`src/spi_framing_pkg.sv`:
```
// Register map, field positions and constants for the framing control block
package spi_framing_pkg;
	localparam logic [3:0]  CONTROL_OFFSET   = 4'h0;
	localparam logic [3:0]  STATUS_OFFSET    = 4'h4;
	localparam logic [31:0] CONTROL_RESET    = 32'h0000_0000;
	localparam logic [31:0] CONTROL_WR_MASK  = 32'hFF83_BFFF;
	localparam logic [31:0] LOCKED_BITS_MASK = 32'h0081_0000;
	localparam int FRAMED_BIT     = 31;
	localparam int SYNCDIR_BIT    = 30;
	localparam int SYNCPOL_BIT    = 29;
	localparam int AUTOSEL_BIT    = 28;
	localparam int PULSEW_BIT     = 27;
	localparam int COUNT_LSB      = 24;
	localparam int CLKSRC_BIT     = 23;
	localparam int ENHANCED_BUFFER_ENABLE_BIT     = 16;
	localparam int ENABLE_BIT     = 15;
	localparam int OUTDIS_BIT     = 12;
	localparam int EDGE_BIT       = 8;
	localparam int MASTER_BIT     = 5;
	localparam int INDIS_BIT      = 4;
	localparam int IDLEPOL_BIT    = 6;
	localparam logic [2:0]  COUNT_MAX_CODE = 3'h5;
	localparam logic [31:0] READ_UNMAPPED  = 32'h0000_0000;
endpackage

```
`src/spi_framing_control.sv`:
```
// Framing, select and clock source control for the serial interface
// Contract
// - Framed mode turns the select pin into a frame sync, in or out.
// - Sync direction 1 makes sync an input, 0 makes device drive it.
// - Sync polarity 1 means active-high pulse, 0 active-low.
// - Auto select drives select pin during master transfers, level from polarity.
// - Pulse width 1 lasts a character, 0 lasts one serial clock.
// - Count codes 0..5 give one pulse per 1..32 characters; 6,7 reserved. At width 0 the code pulses each serial clock of a group's first character.
// - Count field acts only in framed mode.
// - Clock source 1 picks reference clock one, 0 peripheral bus clock two.
// - Clock source and enhanced buffer bits writable only while disabled.
// - Output edge select ignored in framed mode; software keeps it zero.
// - Audio mode forces idle clock polarity to one.
// - Serial in and out disable bits are legacy only, stored but unused.
// - Unimplemented bits read zero and ignore writes.
//
// Local design decisions: the register addresses and register access over Avalon-MM.
`timescale 1ns/10ps
`default_nettype none
module spi_framing_control
	import spi_framing_pkg::*;
(
	input  wire logic        mclk,
	input  wire logic        rstn,
	input  wire logic [3:0]  address,
	input  wire logic        read,
	input  wire logic        write,
	input  wire logic [31:0] writedata,
	input  wire logic [3:0]  byteenable,
	output logic             waitrequest,
	output logic [31:0]      readdata,
	input  wire logic        audio_protocol_enable,
	input  wire logic        charDone,
	input  wire logic        bitTick,
	input  wire logic        xferActive,
	input  wire logic        selectPinIn,
	output logic             selectPinOut,
	output logic             selectPinOe,
	output logic             frameStart,
	output logic             baudClockSourceSel,
	output logic             effectiveIdlePolarity,
	output logic             effectiveEdgeSel
);
	typedef enum logic [2:0] {
		BUS_IDLE = 3'b001,
		BUS_ACK  = 3'b010,
		BUS_DONE = 3'b100
	} bus_state_t;

	bus_state_t  busState_r, busState_nxt;
	logic [31:0] control_r, control_nxt;
	logic [31:0] readdata_r, readdata_nxt;
	logic [4:0]  charCnt_r, charCnt_nxt;
	logic        pulseActive_r, pulseActive_nxt;
	logic        selOut_r, selOut_nxt;
	logic        selOe_r, selOe_nxt;
	logic        frameStart_r, frameStart_nxt;
	logic        clkSrc_r, clkSrc_nxt;
	logic        idlePol_r, idlePol_nxt;
	logic        edgeSel_r, edgeSel_nxt;
	logic        syncMeta_r, syncSync_r, syncPrev_r;
	logic [31:0] beMask;
	logic [31:0] wrMask;
	logic [4:0]  charLimit;
	logic        framed, syncIn, enabled, polarity, syncSeen;

	assign framed   = control_r[FRAMED_BIT];
	assign syncIn   = control_r[SYNCDIR_BIT];
	assign polarity = control_r[SYNCPOL_BIT];
	assign enabled  = control_r[ENABLE_BIT];
	// Incoming sync is seen at its active edge after two synchroniser stages
	assign syncSeen = ((syncSync_r == polarity) && (syncPrev_r != polarity));
	// Count code to characters per pulse, minus one
	assign charLimit = (control_r[COUNT_LSB +: 3] > COUNT_MAX_CODE) ? 5'd0
		: 5'((6'd1 << control_r[COUNT_LSB +: 3]) - 6'd1);

	always_comb begin
		busState_nxt = busState_r;
		control_nxt  = control_r;
		readdata_nxt = readdata_r;
		for (int i = 0; i < 4; i++) begin
			beMask[i*8 +: 8] = {8{byteenable[i]}};
		end
		wrMask = CONTROL_WR_MASK & beMask;
		if (enabled) begin
			wrMask = wrMask & ~LOCKED_BITS_MASK;
		end
		unique case (busState_r)
			BUS_IDLE: begin
				if (write) begin
					if (address == CONTROL_OFFSET) begin
						control_nxt = (control_r & ~wrMask) | (writedata & wrMask);
					end
					busState_nxt = BUS_ACK;
				end else if (read) begin
					if (address == CONTROL_OFFSET) begin
						readdata_nxt = control_r;
					end else if (address == STATUS_OFFSET) begin
						readdata_nxt = {27'h000_0000, syncSync_r, selOe_r,
							pulseActive_r, frameStart_r, enabled};
					end else begin
						readdata_nxt = READ_UNMAPPED;
					end
					busState_nxt = BUS_ACK;
				end
			end
			BUS_ACK: begin
				busState_nxt = BUS_DONE;
			end
			BUS_DONE: begin
				busState_nxt = BUS_IDLE;
			end
		endcase
	end

	always_comb begin
		charCnt_nxt     = charCnt_r;
		pulseActive_nxt = pulseActive_r;
		frameStart_nxt  = 1'b0;
		selOut_nxt      = ~polarity;
		selOe_nxt       = 1'b0;
		clkSrc_nxt      = control_r[CLKSRC_BIT];
		idlePol_nxt     = audio_protocol_enable | control_r[IDLEPOL_BIT];
		edgeSel_nxt     = framed ? 1'b0 : control_r[EDGE_BIT];
		if (!enabled || !framed) begin
			charCnt_nxt     = 5'd0;
			pulseActive_nxt = 1'b0;
		end else if (syncIn) begin
			frameStart_nxt = syncSeen;
		end else begin
			// Master sync generation on character boundaries; at width 0 also after each serial clock of a group's first character
			if (pulseActive_r && (control_r[PULSEW_BIT] ? charDone : bitTick)) begin
				pulseActive_nxt = 1'b0;
			end
			if (charDone) begin
				if (charCnt_r >= charLimit) begin
					charCnt_nxt = 5'd0;
				end else begin
					charCnt_nxt = charCnt_r + 5'd1;
				end
			end
			if (xferActive && charCnt_r == 5'd0 && !pulseActive_r && !charDone) begin
				pulseActive_nxt = 1'b1;
				frameStart_nxt  = 1'b1;
			end
		end
		if (enabled && framed && !syncIn) begin
			selOe_nxt  = 1'b1;
			selOut_nxt = pulseActive_nxt ? polarity : ~polarity;
		end else if (enabled && !framed && control_r[MASTER_BIT]
				&& control_r[AUTOSEL_BIT]) begin
			selOe_nxt  = 1'b1;
			selOut_nxt = xferActive ? polarity : ~polarity;
		end
		// Serial in and out disable bits are stored only; routing is elsewhere
	end

	always_ff @(posedge mclk or negedge rstn) begin
		if (!rstn) begin
			busState_r    <= BUS_IDLE;
			control_r     <= CONTROL_RESET;
			readdata_r    <= 32'h0000_0000;
			charCnt_r     <= 5'd0;
			pulseActive_r <= 1'b0;
			selOut_r      <= 1'b1;
			selOe_r       <= 1'b0;
			frameStart_r  <= 1'b0;
			clkSrc_r      <= 1'b0;
			idlePol_r     <= 1'b0;
			edgeSel_r     <= 1'b0;
			syncMeta_r    <= 1'b0;
			syncSync_r    <= 1'b0;
			syncPrev_r    <= 1'b0;
		end else begin
			busState_r    <= busState_nxt;
			control_r     <= control_nxt;
			readdata_r    <= readdata_nxt;
			charCnt_r     <= charCnt_nxt;
			pulseActive_r <= pulseActive_nxt;
			selOut_r      <= selOut_nxt;
			selOe_r       <= selOe_nxt;
			frameStart_r  <= frameStart_nxt;
			clkSrc_r      <= clkSrc_nxt;
			idlePol_r     <= idlePol_nxt;
			edgeSel_r     <= edgeSel_nxt;
			syncMeta_r    <= selectPinIn;
			syncSync_r    <= syncMeta_r;
			syncPrev_r    <= syncSync_r;
		end
	end

	// waitrequest high except in the acknowledge cycle
	always_ff @(posedge mclk or negedge rstn) begin
		if (!rstn) begin
			waitrequest <= 1'b1;
		end else begin
			waitrequest <= ~(busState_r == BUS_IDLE && (read || write));
		end
	end

	assign readdata              = readdata_r;
	assign selectPinOut          = selOut_r;
	assign selectPinOe           = selOe_r;
	assign frameStart            = frameStart_r;
	assign baudClockSourceSel    = clkSrc_r;
	assign effectiveIdlePolarity = idlePol_r;
	assign effectiveEdgeSel      = edgeSel_r;
endmodule
`default_nettype wire

```
`config.mk`:
```
export PLATFORM = sky130hd
export DESIGN_NAME = spi_framing_control
export DESIGN_NICKNAME = d
export VERILOG_FILES = /design/src/spi_framing_pkg.sv /design/src/spi_framing_control.sv
export SDC_FILE = /design/constraint.sdc
export NUM_CORES = 1
export LEC_CHECK = 0
export ABC_AREA = 1
export BUFFER_PORTS_ARGS = -buffer_cell sky130_fd_sc_hd__buf_2
export CORE_MARGIN = 3
export CORE_UTILIZATION = 57
export DETAILED_ROUTE_END_ITERATION = 16
export PLACE_DENSITY = 0.9
export RECOVER_POWER = 100
export SLEW_MARGIN = 20
export SYNTH_ARGS = -nofsm -noshare
export SYNTH_HDL_FRONTEND = slang
export SYNTH_SLANG_ARGS = --single-unit
```
`constraint.sdc`:
```
create_clock -name mclk -period 4.05 [get_ports mclk]
set_clock_uncertainty 0.15 [all_clocks]
set_input_delay 0.405 -clock mclk [delete_from_list [all_inputs] [get_ports mclk]]
set_output_delay 0.405 -clock mclk [all_outputs]
set_load 0.005 [all_outputs]
```
==> results <==
- The buffer and inverter count on the worst path is 1.
- The path category of the worst min-delay check is in2reg.
- The wire-length estimate of the detail-placed layout is 5340 um.
- The worst path in the final design needs a cycle of slightly below 3 ns, including I/O delays and setup.
- The relative contribution of sequential cells to total power is 0.504.
- The pin count of the biggest net entering global routing is 50.
- The signal on the critical path passes through nand2_1, nor3_1, buf_4, nand2_1, nand2_1, nand2_1.
- The worst path setup slack after routing is 1.13 ns.
- The floorplan step set the die height to 82.5 um.
- The cell area reported after detailed placement is 3730 sq um.
- The share of synthesized area in the top cell type comes to 0.510.
- The count of buffers inserted at the top-level ports is 75.
- In this run, synthesis produced a sequential element count of 71.
- The average detailed-routed wire length per instance is 13.8 um.
- The number of different library cells in the post-synthesis netlist is 26.
- The proportion of layout cells with a drive suffix above 1 is 0.144.
- The depth of the critical timing path with buffers and inverters included is 6.
- The area fraction in compound gates after synthesis is 0.0300.
- The kind of critical path is reg2reg.
- The number of global-route vias before repair came to ~2.6k.
- The largest fanout of any net on the critical path is 15.
- Sorting the synthesized cells by area gives the leading types as sky130_fd_sc_hd__dfrtp_1, sky130_fd_sc_hd__nand2_1, sky130_fd_sc_hd__nand3_1.
- The power density relative to cell area is 400 nW/um^2.
- The die is 82.5 um wide.
- The count of endpoints failing hold in the final timing report came to 0.
- The number of nets in the finished design is 541.
- The final weighted congestion of routability-driven global placement is 0.889.
- Setup repair after global routing left no endpoint under its margin.
- STA puts the critical path data arrival time at 3.01 ns.
- The instance count of the mapped netlist is slightly above 400.
- TritonCTS created 9 clock buffers.
- The H-tree level count is 3.
- Setup violations remaining at the end of the flow were counted as 0.
- The kind of start point of the critical path is a flip-flop.
- The multiplexer area fraction after synthesis is 0.
- The worst register-to-register path has a depth of 6.
- The peak supply drop is 0.415 mV.
- Counting along the longest clock path gives a buffer depth of 2.
- The setup slack after placement is 1.52 ns.
- Based on the critical path, the design can be clocked at up to 342 MHz.
- The total vias in the final route is about 2.9k.
- The antenna cell count is 0.
- A synthesized cell averages 8.28 sq um.
- The post-detailed-route DRC marker count is 0.
- Global routing finished with a remaining overflow of 0.
- The routed via count divided by cell count is 5.15.
- The endpoint class of the critical path is a flip-flop.
- The static leakage is 0.00217 uW.
- The area growth from synthesis to layout is 17.0%.
- The first global-routing pass estimated 12200 um of wire.
- The cell area after synthesis is 3340 sq um.
- The die area is just under 7000 sq um.
- The worst setup path startpoint is busState_r[0].
- On the worst path, the slowest cell contributes a delay of 1.20 ns.
- The floorplan step defined a core boundary enclosing 5570 sq um.
- The starting density of the core is 0.599.
- The clock root buffer master is sky130_fd_sc_hd__clkbuf_8.
- The share of total power dissipated in the clock network is 0.370.
- The net switching power figure is 432 uW.
- The count of pins over their slew limit is 1.
- Across the run, the number of max-cap violations was 1.
- The number of top-level pins is a little under 90.
- The total number of clock tree sinks is 71.
- The post-synthesis adder-cell area fraction is 0.0450.
- The run finished, with violations left.
- The first TritonRoute pass finished after 4 iterations.
- After clock tree synthesis, the repair step resized 0 gates.
- In this run the tightest slew margin relative to its limit is -0.00512.
- TritonCTS built the clock tree.
- The launch point of the worst reg-to-reg path is busState_r[0].
- The proportion of total power due to net switching is 0.276.
- The final reports fail on max-capacitance violations, max-slew violations.
- For this block, the initial DRC count from the detailed router was 190.
- Once detail routing completed, the nets flagged for antenna violations numbered 0.
- The library cell used most frequently in the layout, excluding fill and tap cells, is sky130_fd_sc_hd__nand2_1.
- The library cell contributing the largest single delay on the critical path is sky130_fd_sc_hd__nor3_1.
- The biggest area contributor in the post-synthesis netlist is sky130_fd_sc_hd__dfrtp_1.
- The number of antenna violations at the first check in global routing is 0.
- The clock network latency to the later pin of the worst-skew pair is between 0.3 and 0.4 ns.
- The count of yosys warnings during synthesis is 0.
- The measured slew at the worst slew-check pin is 1.50 ns.
- For the final routed database, the setup TNS stands at 0 ns.
- After floorplanning, the core was divided into 27 placement rows.
- The sequential element share of the synthesized area is 0.533.
- The register-to-register setup slack is roughly 1.1 ns.
- STA puts the critical path data required time at 4.14 ns.
- Clock-pin slew was measured on the worst setup and hold paths at 0.08 ns.
- For this block, the routed nets add up to 7710 um of wire.
- The internal power of the cells totals 1130 uW.
- The post-synthesis xor/xnor area fraction is 0.00525.
- The simple-gate portion of the synthesized area is 0.314.
- Of the available clock period, the critical path in the final layout requires 0.722.
- The fraction of power consumed by combinational cells is 0.126.
- The largest delay contributor family on the critical path is simple AND/OR/NAND/NOR gates.
- Leaving out fill and tap cells, the most frequent cells in the layout are sky130_fd_sc_hd__nand2_1, sky130_fd_sc_hd__dfrtp_1, sky130_fd_sc_hd__nand3_1.
- The startpoint identified for the worst hold timing path is audio_protocol_enable.
- By area, the combinational part of the netlist is dominated by simple AND/OR/NAND/NOR gates.
- For this run, the total global-route usage over all layers was measured as 0.240.
- The most frequent cell on the critical path is sky130_fd_sc_hd__nand2_1.
- The cell area after layout is about 3900 sq um.
==> how the worst min path moves through the flow <==
| stage | endpoint | slack [ns] | depth (start not counted) |
|---|---|---|---|
| final | effectiveIdlePolarity | 0.09 | 2 |
| after global routing | effectiveIdlePolarity | 0.08 | 2 |
| after CTS | syncMeta_r | 0.002 | 1 |
| after detailed placement | syncSync_r | 0.19 | 0 |
| after global placement | syncSync_r | 0.19 | 0 |
| after floorplan | async pin | -0.04 | 0 |
==> power groups by stage <==
stage	logic, uW	registers [uW]	clock network, uW
finish	197	789	579
detailed placement	198	804	0
global placement	188	801	0
CTS	200	790	580
floorplan	130	797	0
global route	225	794	616
==> synth_stat cells, drive strengths merged <==
library cell    n
nand2         154
dfrtp          68
nand3          59
inv            34
nor2           17
buf            14
ha             12
o21ai          11
a21oi           6
nor3            6
nand4           5
clkbuf          4
dfstp           3
or2             2
a21o            1
clkinv          1
conb            1
nand3b          1
nor4            1
o31ai           1
xnor2           1
xor2            1
==> layer usage <==
layer / global-route usage / vias to the layer above / part of all wire / wire length, um
met5: 0 / - / 0 / 0
met4: 0.106 / 0 / 0.010 / 79
met3: 0.0380 / 7 / 0.057 / 437
met2: 0.374 / 90 / 0.49 / 3820
met1: 0.333 / 1345 / 0.44 / 3380
li1: - / 1425 / - / -
==> cells by family after synthesis <==
family          after synthesis
compound gates               19
xor+xnor                      2
fa+ha+maj                    12
buf+inv                      53
flops                        71
other cells                   1
simple gates                245
==> worst register-to-register path, delay by kind of cell (launching register included) <==
| family | cells | cell delay, ns |
|---|---|---|
| buf+inv | 1 | 0.40 |
| simple gates | 5 | 1.73 |
| flops | 1 | 0.54 |
==> cell type report <==
type | count | area [sq um]
Fill cell | 457 | 1670
Timing Repair Buffer | 79 | 378
Tap cell | 72 | 90.1
Clock inverter | 4 | 55.1
Inverter | 35 | 131
Clock buffer | 12 | 145
Multi-Input combinational cell | 284 | 1330
Sequential cell | 71 | 1780
==> stage by stage <==
| stage | hold WS (ns) | utilization | std cells | power, uW |
|---|---|---|---|---|
| floorplan | -0.0406 | - | 408 | 927 |
| global placement | 0.185 | 0.670 | 539 | 989 |
| detailed placement | 0.191 | 0.670 | 539 | 1000 |
| CTS | 0.00199 | 0.705 | 555 | 1570 |
| global route | 0.0810 | 0.701 | 557 | 1640 |
| finish | 0.0877 | 0.701 | 557 | 1560 |
==> timing repair <==
action | in CTS | in global routing
hold endpoints to repair | 0 | 47
buffers inserted | 0 | 0
hold buffers | 0 | 2
endpoints found under the setup margin | 0 | 0
(Power assumes the default switching activity.)
